===== src/design/motor_lock_guard_fix.sv =====
`timescale 1ns/1ps
`default_nettype none
`default_nettype wire


===== src/design/motor_guard_pkg.sv =====
package motor_guard_pkg;
	localparam int CLK_MHZ       = 125;
	localparam int CLK_PERIOD_NS = 8;
	localparam int PWM_BASE_KHZ  = 25;
	localparam int PWM_BASE_CYC  = CLK_MHZ * 1000 / PWM_BASE_KHZ;
	localparam int PWM_CNT_W     = 13;
	localparam int DT_STEP_NS    = 40;
	localparam int DT_STEP_CYC   = (DT_STEP_NS + CLK_PERIOD_NS - 1) / CLK_PERIOD_NS;
	localparam int DT_CNT_W      = 7;
	localparam int AVS_IND_NS    = 2000;
	localparam int AVS_IND_CYC   = AVS_IND_NS / CLK_PERIOD_NS;
	localparam int KT_SHIFT      = 6;
	localparam int RM_SHIFT      = 6;
	localparam int KTC_SHIFT     = 8;
	localparam int COMM_W        = 20;
	// currents in mA, supply in mV
	localparam logic [11:0] NO_MOTOR_MA      = 12'h08C;
	localparam logic [11:0] LOCK_CUR_STEP_MA = 12'h190;
	localparam logic [15:0] SURGE_SUPPLY_MV  = 16'h5DC0;
	localparam int FB_CURRENT = 0;
	localparam int FB_SPEED   = 1;
	localparam int FB_KT      = 2;
	localparam int FB_NOMOTOR = 3;
	localparam int FB_OPEN    = 4;
	localparam int FB_CLOSED  = 5;
	localparam logic [1:0] OL_PULSE = 2'h0;
	localparam logic [1:0] OL_FIRST = 2'h2;

	typedef enum logic [3:0] {
		ST_IDLE   = 4'h1,
		ST_OPEN   = 4'h2,
		ST_CLOSED = 4'h4,
		ST_OFF    = 4'h8
	} run_state_e;

	typedef enum logic [2:0] {
		BR_DRIVE = 3'h1,
		BR_BRAKE = 3'h2,
		BR_HIZ   = 3'h4
	} bridge_mode_e;

	// tacho period and high time, counted in electrical half cycles
	function automatic logic [2:0] tacho_period(input logic [1:0] sel);
		case (sel)
			2'h0: return 3'h2;
			2'h1: return 3'h3;
			2'h2: return 3'h4;
			default: return 3'h6;
		endcase
	endfunction

	function automatic logic [2:0] tacho_high(input logic [1:0] sel);
		case (sel)
			2'h0: return 3'h1;
			2'h1: return 3'h1;
			2'h2: return 3'h2;
			default: return 3'h3;
		endcase
	endfunction
endpackage


===== src/design/tacho_divider.sv =====
`timescale 1ns/1ps
`default_nettype none
module tacho_divider (
	// clock and reset
	input  wire logic       clk,
	input  wire logic       arst_n,
	// half-cycle events and ratio
	input  wire logic       half_pulse,
	input  wire logic [1:0] ratio_sel,
	// divided level
	output logic            level
);
	import motor_guard_pkg::*;

	typedef struct packed {
		logic [2:0] cnt;
		logic       lvl;
	} state_s;

	state_s q;
	state_s n;

	always_comb begin
		n = q;
		if (q.cnt >= tacho_period(ratio_sel)) begin
			n.cnt = 3'h0;
		end else if (half_pulse) begin
			n.cnt = (q.cnt == tacho_period(ratio_sel) - 3'h1) ? 3'h0 : q.cnt + 3'h1;
		end
		n.lvl = (n.cnt < tacho_high(ratio_sel));
	end

	always_ff @(posedge clk or negedge arst_n) begin
		if (!arst_n) begin
			// idle level is high, so no false edge after reset
			q <= '{lvl: 1'b1, default: '0};
		end else begin
			q <= n;
		end
	end

	assign level = q.lvl;
endmodule
`default_nettype wire


===== src/design/pwm_bridge_timing.sv =====
`timescale 1ns/1ps
`default_nettype none
module pwm_bridge_timing #(
	parameter int BASE_CYC = motor_guard_pkg::PWM_BASE_CYC
) (
	// clock and reset
	input  wire logic                        clk,
	input  wire logic                        arst_n,
	// configuration
	input  wire logic                        rate_double,
	input  wire logic [3:0]                  dead_sel,
	// drive request
	input  wire motor_guard_pkg::bridge_mode_e mode,
	input  wire logic [2:0][7:0]             duty,
	// gate drives
	output logic [2:0]                       gate_hi,
	output logic [2:0]                       gate_lo
);
	import motor_guard_pkg::*;

	typedef struct packed {
		logic [PWM_CNT_W-1:0]     cnt;
		logic [2:0]               want;
		logic [2:0][DT_CNT_W-1:0] dt;
		bridge_mode_e             mode;
		logic [2:0]               hi;
		logic [2:0]               lo;
	} state_s;

	state_s q;
	state_s n;

	always_comb begin
		logic [PWM_CNT_W-1:0] period;
		logic [DT_CNT_W-1:0]  dt_cyc;
		logic [20:0]          thr;
		n      = q;
		period = rate_double ? PWM_CNT_W'(BASE_CYC / 2) : PWM_CNT_W'(BASE_CYC);
		dt_cyc = DT_CNT_W'((32'(dead_sel) + 32'h1) * DT_STEP_CYC);
		thr    = 21'h0;
		n.mode = mode;
		n.cnt  = (q.cnt >= period - PWM_CNT_W'(1)) ? '0 : q.cnt + PWM_CNT_W'(1);
		for (int i = 0; i < 3; i++) begin
			thr = 21'(duty[i]) * 21'(period);
			n.want[i] = (q.cnt < thr[20:8]);
			if (q.dt[i] != '0) begin
				n.dt[i] = q.dt[i] - DT_CNT_W'(1);
			end
			// both gates off for the dead time on every edge; a mode change shows the new mode's gates for one cycle before it
			if (n.want[i] != q.want[i] || mode != q.mode) begin
				n.dt[i] = dt_cyc;
			end
			n.hi[i] = (mode == BR_DRIVE) && q.want[i] && (q.dt[i] == '0);
			n.lo[i] = (q.dt[i] == '0) &&
				((mode == BR_BRAKE) || (mode == BR_DRIVE && !q.want[i]));
		end
	end

	always_ff @(posedge clk or negedge arst_n) begin
		if (!arst_n) begin
			q <= '{mode: BR_HIZ, default: '0};
		end else begin
			q <= n;
		end
	end

	assign gate_hi = q.hi;
	assign gate_lo = q.lo;
endmodule
`default_nettype wire


===== src/design/motor_lock_guard.sv =====
`timescale 1ns/1ps
`default_nettype none
module motor_lock_guard #(
	parameter int PWM_BASE_CYC = motor_guard_pkg::PWM_BASE_CYC,
	parameter int LOCK_WIN_CYC = 125000,
	parameter int LOCK_OFF_CYC = 625000
) (
	// clock and reset
	input  wire logic                  clk,
	input  wire logic                  arst_n,
	// configuration
	input  wire logic [2:0]            lock_current_threshold,
	input  wire logic [6:0]            phase_resistance_setting,
	input  wire logic [6:0]            bemf_constant_setting,
	input  wire logic [1:0]            bemf_band_threshold,
	input  wire logic [5:0]            lock_detector_enables,
	input  wire logic                  mech_surge_guard_enable,
	input  wire logic                  inductive_surge_guard_enable,
	input  wire logic                  mech_surge_guard_mode,
	input  wire logic [3:0]            dead_time_select,
	input  wire logic                  pwm_rate_double,
	input  wire logic [1:0]            tacho_ratio_select,
	input  wire logic [1:0]            tacho_open_loop_select,
	// command
	input  wire logic                  run_enable,
	input  wire logic [7:0]            speed_cmd,
	input  wire logic [2:0][7:0]       phase_wave,
	// motor estimates
	input  wire logic [11:0]           low_side_current,
	input  wire logic [11:0]           phase_u_current,
	input  wire logic [11:0]           speed_est,
	input  wire logic [15:0]           ktc_value,
	input  wire logic                  ktc_valid,
	input  wire logic [15:0]           supply_mv,
	input  wire logic                  ol_rate_reached,
	input  wire logic                  drive_half,
	input  wire logic                  bemf_zero_cross,
	input  wire logic                  commutation,
	// protection pins
	input  wire logic                  overheat_pin,
	input  wire logic                  overcurrent_pin,
	// bridge
	output logic [2:0]                 gate_hi,
	output logic [2:0]                 gate_lo,
	output motor_guard_pkg::bridge_mode_e bridge_mode,
	output logic [7:0]                 spd_buf,
	// status
	output logic                       tacho_output,
	output logic                       rotor_locked_flag,
	output logic [5:0]                 fault_cause_bits,
	output logic                       overheat_flag,
	output logic                       overcurrent_flag,
	output logic                       standby_flag
);
	import motor_guard_pkg::*;

	localparam int WIN_W = $clog2(LOCK_WIN_CYC + 1);
	localparam int OFF_W = $clog2(LOCK_OFF_CYC + 1);
	localparam logic [WIN_W-1:0] WIN_MAX = WIN_W'(LOCK_WIN_CYC);
	localparam logic [OFF_W-1:0] OFF_MAX = OFF_W'(LOCK_OFF_CYC);
	localparam logic [7:0]       AVS_CYC = 8'(AVS_IND_CYC);

	typedef struct packed {
		run_state_e         st;
		bridge_mode_e       mode;
		logic [7:0]         avs_cnt;
		logic [OFF_W-1:0]   off_cnt;
		logic [WIN_W-1:0]   win1;
		logic [WIN_W-1:0]   win2;
		logic [COMM_W-1:0]  comm_cnt;
		logic [COMM_W-1:0]  comm_prev;
		logic               prev_ok;
		logic               ktc_ok;
		logic               armed;
		logic               zc_seen;
		logic               halves;
		logic               first_done;
		logic [5:0]         faults;
		logic               locked;
		logic [7:0]         spd_buf;
		logic [2:0]         oc_s;
		logic [2:0]         ot_s;
		logic               oc;
		logic               ot;
		logic               tacho;
	} state_s;

	state_s          q;
	state_s          n;
	logic            div_lvl;
	logic            half_src;
	logic            ol_quiet_w;
	logic [2:0][7:0] scaled_duty;

	// estimate scaling: product of a 12-bit quantity and a 7-bit setting
	function automatic logic [18:0] scale(input logic [11:0] a, input logic [6:0] b, input int sh);
		logic [18:0] p;
		p = 19'(a) * 19'(b);
		return p >> sh;
	endfunction

	// ------------------------------------------------------------
	// detectors, sequencing, surge guard
	// ------------------------------------------------------------
	always_comb begin
		logic [18:0] kt_bemf;
		logic [18:0] rm_drop;
		logic [18:0] amp;
		logic [18:0] rm_bemf;
		logic [16:0] nom;
		logic [16:0] tol;
		logic [7:0]  floor8;
		logic [5:0]  hit;
		logic        cond1;
		logic        cond2;
		logic        clear;
		logic        floor_on;
		logic        ol_quiet;
		n        = q;
		kt_bemf  = scale(speed_est, bemf_constant_setting, KT_SHIFT);
		rm_drop  = scale(phase_u_current, phase_resistance_setting, RM_SHIFT);
		amp      = 19'(q.spd_buf);
		rm_bemf  = (rm_drop < amp) ? amp - rm_drop : 19'h0;
		nom      = 17'(bemf_constant_setting) << KTC_SHIFT;
		tol      = nom >> (2'h3 - bemf_band_threshold);
		floor8   = (kt_bemf > 19'h000FF) ? 8'hFF : kt_bemf[7:0];
		hit      = 6'h00;
		clear    = 1'b0;
		floor_on = 1'b0;
		ol_quiet = (tacho_open_loop_select != OL_PULSE) &&
			!(tacho_open_loop_select == OL_FIRST && !q.first_done);
		// speed-based bemf well above amplitude and above the current-based estimate
		cond1 = (kt_bemf > amp + (amp >> 2)) && (kt_bemf > rm_bemf);
		cond2 = q.ktc_ok && ((17'(ktc_value) < nom - tol) || (17'(ktc_value) > nom + tol));

		// protection pins: three flops, a change counts once the last two agree
		n.oc_s = {q.oc_s[1:0], overcurrent_pin};
		n.ot_s = {q.ot_s[1:0], overheat_pin};
		if (q.oc_s[1] == q.oc_s[2]) begin
			n.oc = q.oc_s[2];
		end
		if (q.ot_s[1] == q.ot_s[2]) begin
			n.ot = q.ot_s[2];
		end

		case (q.st)
			ST_IDLE: begin
				if (run_enable) begin
					n.st  = ST_OPEN;
					clear = 1'b1;
				end
			end
			ST_OPEN: begin
				hit[FB_CURRENT] = low_side_current >
					12'((16'(lock_current_threshold) + 16'h1) * 16'(LOCK_CUR_STEP_MA));
				if (ol_rate_reached) begin
					n.armed = 1'b1;
				end
				if (q.armed && bemf_zero_cross) begin
					n.zc_seen = 1'b1;
				end
				if (q.armed && drive_half) begin
					n.halves = ~q.halves;
					if (q.halves) begin
						// one full electrical cycle since the handoff rate was passed
						n.zc_seen = 1'b0;
						if (q.zc_seen || bemf_zero_cross) begin
							n.st            = ST_CLOSED;
							n.first_done    = 1'b1;
							n.comm_cnt      = '0;
							n.prev_ok       = 1'b0;
							n.ktc_ok        = 1'b0;
							hit[FB_NOMOTOR] = (phase_u_current <= NO_MOTOR_MA);
						end else begin
							hit[FB_OPEN] = 1'b1;
						end
					end
				end
			end
			ST_CLOSED: begin
				hit[FB_CURRENT] = low_side_current >
					12'((16'(lock_current_threshold) + 16'h1) * 16'(LOCK_CUR_STEP_MA));
				if (ktc_valid) begin
					n.ktc_ok = 1'b1;
				end
				n.win1 = cond1 ? ((q.win1 == WIN_MAX) ? q.win1 : q.win1 + WIN_W'(1)) : '0;
				n.win2 = cond2 ? ((q.win2 == WIN_MAX) ? q.win2 : q.win2 + WIN_W'(1)) : '0;
				hit[FB_SPEED] = (q.win1 == WIN_MAX);
				hit[FB_KT]    = (q.win2 == WIN_MAX);
				if (commutation) begin
					n.comm_cnt  = '0;
					n.comm_prev = q.comm_cnt;
					n.prev_ok   = 1'b1;
				end else if (q.comm_cnt != '1) begin
					n.comm_cnt = q.comm_cnt + COMM_W'(1);
				end
				hit[FB_CLOSED] = q.prev_ok &&
					(21'(q.comm_cnt) > {q.comm_prev, 1'b0});
			end
			ST_OFF: begin
				// hi-Z hold before the retry
				if (q.off_cnt != OFF_MAX) begin
					n.off_cnt = q.off_cnt + OFF_W'(1);
				end else if (run_enable) begin
					n.st  = ST_OPEN;
					clear = 1'b1;
				end else begin
					n.st = ST_IDLE;
				end
			end
			default: begin
				n.st = ST_IDLE;
			end
		endcase

		// any enabled detector stops the drive
		if ((q.st == ST_OPEN || q.st == ST_CLOSED) && |(hit & lock_detector_enables)) begin
			n.st      = ST_OFF;
			n.off_cnt = '0;
			n.locked  = 1'b1;
		end else if ((q.st == ST_OPEN || q.st == ST_CLOSED) && !run_enable) begin
			n.st = ST_IDLE;
		end
		// any exit from open loop ends the first start
		if (q.st == ST_OPEN && n.st != ST_OPEN) begin
			n.first_done = 1'b1;
		end

		if (clear) begin
			n.locked  = 1'b0;
			n.armed   = 1'b0;
			n.zc_seen = 1'b0;
			n.halves  = 1'b0;
			n.win1    = '0;
			n.win2    = '0;
		end
		// cause bits record even when disabled; new causes win over the clear
		n.faults = (clear ? 6'h00 : q.faults) | hit;

		// bridge mode: leaving the drive passes through the surge guard when it is enabled, else goes straight to hi-Z
		if ((n.st == ST_OPEN || n.st == ST_CLOSED) && !q.oc) begin
			n.mode = BR_DRIVE;
		end else if (q.mode == BR_DRIVE && inductive_surge_guard_enable) begin
			n.mode    = BR_BRAKE;
			n.avs_cnt = AVS_CYC;
		end else if (q.mode == BR_BRAKE && q.avs_cnt != 8'h00) begin
			n.avs_cnt = q.avs_cnt - 8'h01;
		end else begin
			n.mode = BR_HIZ;
		end

		// buffered amplitude, floored at the speed-based bemf
		floor_on = mech_surge_guard_enable &&
			(!mech_surge_guard_mode || (supply_mv >= SURGE_SUPPLY_MV));
		n.spd_buf = (floor_on && speed_cmd < floor8) ? floor8 : speed_cmd;

		// tacho level: forced high while locked or quiet in open loop
		if (q.st == ST_OFF || q.locked) begin
			n.tacho = 1'b1;
		end else if (q.st == ST_OPEN && ol_quiet) begin
			n.tacho = 1'b1;
		end else begin
			n.tacho = div_lvl;
		end
	end

	always_comb begin
		half_src = 1'b0;
		if (q.st == ST_CLOSED) begin
			half_src = bemf_zero_cross;
		end else if (q.st == ST_OPEN && !ol_quiet_w) begin
			half_src = drive_half;
		end
	end

	assign ol_quiet_w = (tacho_open_loop_select != OL_PULSE) &&
		!(tacho_open_loop_select == OL_FIRST && !q.first_done);

	always_ff @(posedge clk or negedge arst_n) begin
		if (!arst_n) begin
			q <= '{st: ST_IDLE, mode: BR_HIZ, tacho: 1'b1, default: '0};
		end else begin
			q <= n;
		end
	end

	// ------------------------------------------------------------
	// tacho divider and bridge timing
	// ------------------------------------------------------------
	tacho_divider u_tacho (
		.clk        (clk),
		.arst_n     (arst_n),
		.half_pulse (half_src),
		.ratio_sel  (tacho_ratio_select),
		.level      (div_lvl)
	);

	pwm_bridge_timing #(
		.BASE_CYC (PWM_BASE_CYC)
	) u_pwm (
		.clk         (clk),
		.arst_n      (arst_n),
		.rate_double (pwm_rate_double),
		.dead_sel    (dead_time_select),
		.mode        (q.mode),
		.duty        (scaled_duty),
		.gate_hi     (gate_hi),
		.gate_lo     (gate_lo)
	);

	always_comb begin
		logic [15:0] p;
		p = 16'h0000;
		for (int i = 0; i < 3; i++) begin
			p = 16'(phase_wave[i]) * 16'(q.spd_buf);
			scaled_duty[i] = p[15:8];
		end
	end

	// ------------------------------------------------------------
	// status
	// ------------------------------------------------------------
	assign bridge_mode       = q.mode;
	assign spd_buf           = q.spd_buf;
	assign tacho_output      = q.tacho;
	assign rotor_locked_flag = q.locked;
	assign fault_cause_bits  = q.faults;
	assign overheat_flag     = q.ot;
	assign overcurrent_flag  = q.oc;
	assign standby_flag      = (q.st == ST_IDLE);
endmodule
`default_nettype wire


===== config.mk =====
export PLATFORM = sky130hd
export DESIGN_NAME = motor_lock_guard
export DESIGN_NICKNAME = d
export VERILOG_FILES = /design/src/design/motor_lock_guard_fix.sv /design/src/design/motor_guard_pkg.sv /design/src/design/tacho_divider.sv /design/src/design/pwm_bridge_timing.sv /design/src/design/motor_lock_guard.sv
export SDC_FILE = /design/constraint.sdc
export NUM_CORES = 1
export LEC_CHECK = 0
export BUFFER_PORTS_ARGS = -buffer_cell sky130_fd_sc_hd__buf_2
export CORE_AREA = 5 5 281 283
export DETAILED_ROUTE_END_ITERATION = 10
export DIE_AREA = 0 0 286 288
export PLACE_DENSITY_LB_ADDON = 0.05
export SYNTH_ARGS = -nofsm -noshare
export SYNTH_HDL_FRONTEND = slang
export SYNTH_HIERARCHICAL = 1
export SYNTH_SLANG_ARGS = --single-unit

===== constraint.sdc =====
create_clock -name clk -period 12.6 [get_ports clk]
set_input_delay 1.26 -clock clk [delete_from_list [all_inputs] [get_ports clk]]
set_output_delay 1.26 -clock clk [all_outputs]
set_load 0.05 [all_outputs]

# After elaboration in Yosys (flattened, before gate mapping)
# Cells that the tools add are included.
[totals]
regBits = 189
inputBits = 147
out_inout_bits = 28
elab_cells = 283
[op_classes]
add_sub_neg = 19
multipliers = 10
n_lt_le_gt_ge = 17
n_eq_ne = 32
n_shift = 1
muxes = 79
bitwise = 4
reduce_logical = 89
[ops]
columns = ["op", "count"]
rows = [
  ["$mux W20", 8],
  ["$mux W17", 4],
  ["$mux W34", 2],
  ["$mul A8 B13 Y21", 3],
  ["$mul A8 B8 Y16", 3],
  ["$mux W7", 6],
  ["$add A20 B1 Y20 const B", 2],
  ["$ne A20 B20 Y1 const B", 2],
  ["$pmux W20 S2", 1],
  ["$lt A13 B13 Y1", 3],
  ["$mul A12 B7 Y19", 2],
  ["$add A17 B1 Y17 const B", 2],
  ["$eq A17 B17 Y1 const B", 2],
  ["$reduce_bool A2 Y1", 17],
  ["$mul A32 B3 Y7 const B", 1],
  ["$mux W4", 8],
  ["$logic_and A1 B1 Y1", 29],
  ["$mux W3", 9],
  ["$mux W13", 2],
  ["$mux W8", 3],
  ["$gt A20 B21 Y1", 1],
  ["$logic_not A7 Y1", 3],
  ["$reduce_bool A7 Y1", 3],
  ["$sub A7 B1 Y7 const B", 3],
  ["other kinds (64)", 132],
]

# Logic depth before layout (Yosys ltp)
[depth]
ltp_word = 16
ltp_mapped = 43
ltp_nobuf = 41

# Hierarchy
# The synthesis kept the hierarchy.
[by_module_without_submodules]
columns = ["mod", "n_inst", "cells_each", "area_each_um2", "seq_area_each_um2"]
rows = [
  ["motor_lock_guard", 1, 2401, 21082.7, 3482.1],
  ["pwm_bridge_timing", 1, 964, 8634.5, 1152.4],
  ["tacho_divider", 1, 38, 374.1, 101.3],
]

# Worst setup path before layout
# No wires, ideal clock.
[synth_path]
path_type = "input-to-reg"
start = "input phase_wave[21] in the netlist's numbering"
end = "register u_pwm/q[24] in the netlist's numbering"
setup_ps = 125
arrival_time_ps = 10144
t_required_ps = 12475
path_slack_ps = 2332
path_stages = 37
path_buffers = 1
path_cell_list = "clkbuf_1 -> nand2_1 -> fa_1 -> inv_1 -> fa_1 -> fa_1 -> fa_1 -> ha_1 -> or3_1 -> o221a_2 -> a211o_1 -> a21oi_1 -> xnor2_1 -> nand2_1 -> o21ai_0 -> inv_1 -> fa_1 -> inv_1 -> fa_1 -> inv_1 -> fa_1 -> inv_1 -> ha_1 -> and2_1 -> a221oi_2 -> a21boi_0 -> o21a_1 -> or2_2 -> a21oi_1 -> xor2_1 -> ha_1 -> a21o_1 -> nand3_1 -> a21oi_1 -> nor3_4 -> mux2i_4 -> mux2_2"
[synth_rtl]
columns = ["item", "line", "text"]
rows = [
  ["start: declaration", "motor_lock_guard.sv:27", "input wire logic [2:0][7:0] phase_wave,"],
  ["end signal: assignment", "pwm_bridge_timing.sv:63", "q <= n;"],
  ["end: declaration", "pwm_bridge_timing.sv:30", "state_s q;"],
]

==> reports/results.ini <==
[status]
status = finished clean

[grt]
grt_max_degree = 81
grt_pass1_wl_um = 125000
grt_pass1_vias = 24669
antenna_found_initial = 9
grt.total_usage = 0.186
gr-total-overflow = 0

[worst_setup_path]
crit_arrival_ps = 11490
endpoint = u_pwm/q[17]
crit_slowest_cell = dfrtp_1
crit_path_end_kind = flip-flop
timing.rr.start = spd_buf[5]
startpoint = spd_buf[5]
crit_required_ps = 12960
reg2reg_depth = 37
reg2reg_to = u_pwm/q[17]
rrSetupSlack_ps = 1470
crit_type = flip-flop to flip-flop
path_max_fanout = 12
startpoint_type = flip-flop
critical_path.max_stage_delay_ps = 860
path_common_cell = fa_1

[sta]
fmax_mhz = 89.9
fin_tns_setup_ps = 0
final-max-slew-violation-count = 0
relSlewSlack = 0.267
post-route-period-util = 0.883
setup_viol = 0
worst_hold_slack_ps = 356
finalHoldViolations = 0
fin_skew_ps = 20.5
rsz0062_at_grt = no
tightest_slew_ps = 1090
period_needed_ps = 11130

[clocking]
clock_sinks = 189
cts-resized-gates = 0
cts_hold_buf = 0
cts-root-buf = clkbuf_16
cts_setup_buffers = 0
tritoncts = built
htree_levels = 4
clk_pin_slew_ps = 80
numCtsBuffers = 17
cts_buffer_depth = 2
clock_latency_ps = 490

[cells_and_area]
area_growth_pct = 8.26
drive_gt1_frac = 0.0856
fillers = 7647
fin_util = 0.426
fin_area_um2 = 32600
fin_nets = 4445

[yosys]
ys_types = 105
synth_top_cell_area_share = 0.197
post-synth-top-count-cell = inv_1
avgSynthCellArea_um2 = 8.84
postSynth.asyncResetShare = 1.00
yosysSeqAreaShare = 0.157
synthAdderAreaFrac = 0.389
synth.area.top_cells = ha_1, fa_1, dfrtp_1, inv_1, and2_1
synth.area.mux_share = 0.0207
ys.flop_type = dfrtp_1
synth_top_cell_by_area = ha_1
syn_area_um2 = 30100
synth_compound_area_frac = 0.109
synth_common_cells = inv_1, ha_1, nand2_1
synthXorXnorAreaFrac = 0.0515
yosysWarnings = 6
postSynthCellCount = 3403
synth_edf_count = 0
synth_top_family_by_area = adder cells
synth_seq_cells = 189
synthSimpleGateAreaFrac = 0.189

[placed_design]
place_congestion = 0.830
portBuffers = 168
hpwl_um = 61300
place_area_um2 = 32000

[job]
max-cap-violations = 0

[route]
first_pass_iters = 5
wl_per_cell_um = 16.6
drtIter0Drc = 765
routed_wl_um = 75600
drc_errors = 0
vias = 23412
viasPerCell = 5.15
antenna_left = 0

[floorplanning]
fp.dieW_um = 286
ioPinCount = 175
dieArea_um2 = 82400
die_h_um = 288
start_util = 0.394
core_area_um2 = 76400
num_rows = 102

[hold_path]
min_path_type = flip-flop to flip-flop
hold_depth = 0

## cells in the final DEF, fill, tap and decap left out, drive strengths merged, types with 76 or more instances in the layout
cell type	instances
xor2	87
dfrtp	184
xnor2	90
nand2	300
inv	547
buf	189
o21ai	76
nor2	217
ha	473
and2	209
fa	288
a21oi	105
## through the flow
| stage | worst slack, ps | std cells |
|---|---|---|
| after floorplan | 2330 | 3428 |
| after global placement | 1140 | 4506 |
| after detailed placement | 1110 | 4506 |
| after CTS | 1440 | 4538 |
| after global routing | 921 | 4544 |
| final | 1470 | 4547 |
## final cells by class
type                            count  area (um2)  area share
Inverter                          541        2030      0.0623
Timing Repair Buffer              190        1010      0.0311
Clock inverter                     14         174     0.00534
Sequential cell                   189        4740       0.145
Clock buffer                       18         429      0.0132
Antenna cell                        9        22.5    0.000691
Multi-Input combinational cell   2598       22900       0.704
Tap cell                          988        1240      0.0379
## critical path, delay by kind of cell (launching register included)
family                   cells  cell delay (ps)
XOR/XNOR                     2              370
AO/OA/AOI/OAI                8             1940
buffers and inverters        6              760
flip-flops                   1              860
multiplexers                 1              350
adder cells (fa/ha/maj)     11             4960
AND/OR/NAND/NOR              9             1760
## state kept, by name, indices dropped and copies added (netlist names)
register           count
bridge_mode            3
fault_cause_bits       6
n                      4
overcurrent_flag       1
overheat_flag          1
q                    114
rotor_locked_flag      1
spd_buf                8
tacho_output           1
u_pwm/gate_hi          3
u_pwm/gate_lo          3
u_pwm/q               40
u_tacho/level          1
u_tacho/q              3
## layer usage
layer / GRT usage / vias up / part of all wire
li1: - / 11503 / -
met1: 0.235 / 11549 / 0.45
met2: 0.334 / 286 / 0.50
met3: 0.0238 / 72 / 0.027
met4: 0.0525 / 2 / 0.022
met5: 0 / - / 0.00017
## how the worst min path moves through the flow
stage                     start   end  slack, ps
final                      n[4]  n[5]        360
after detailed placement   n[4]  n[5]        340
after global placement     n[4]  n[5]        330
after global routing       n[4]  n[5]        370
after CTS                  n[4]  n[5]        360
after floorplan            n[4]  n[5]        330
## cells by family after synthesis
group | count (synthesis)
simple gates | 1106
fa+ha+maj | 763
buf+inv | 641
compound gates | 467
flops | 189
xor+xnor | 177
mux | 56
other cells | 4
Power is left out: the tool's default activity adds up to more than one toggle a clock period on the data nets, which glitch-free logic cannot reach.
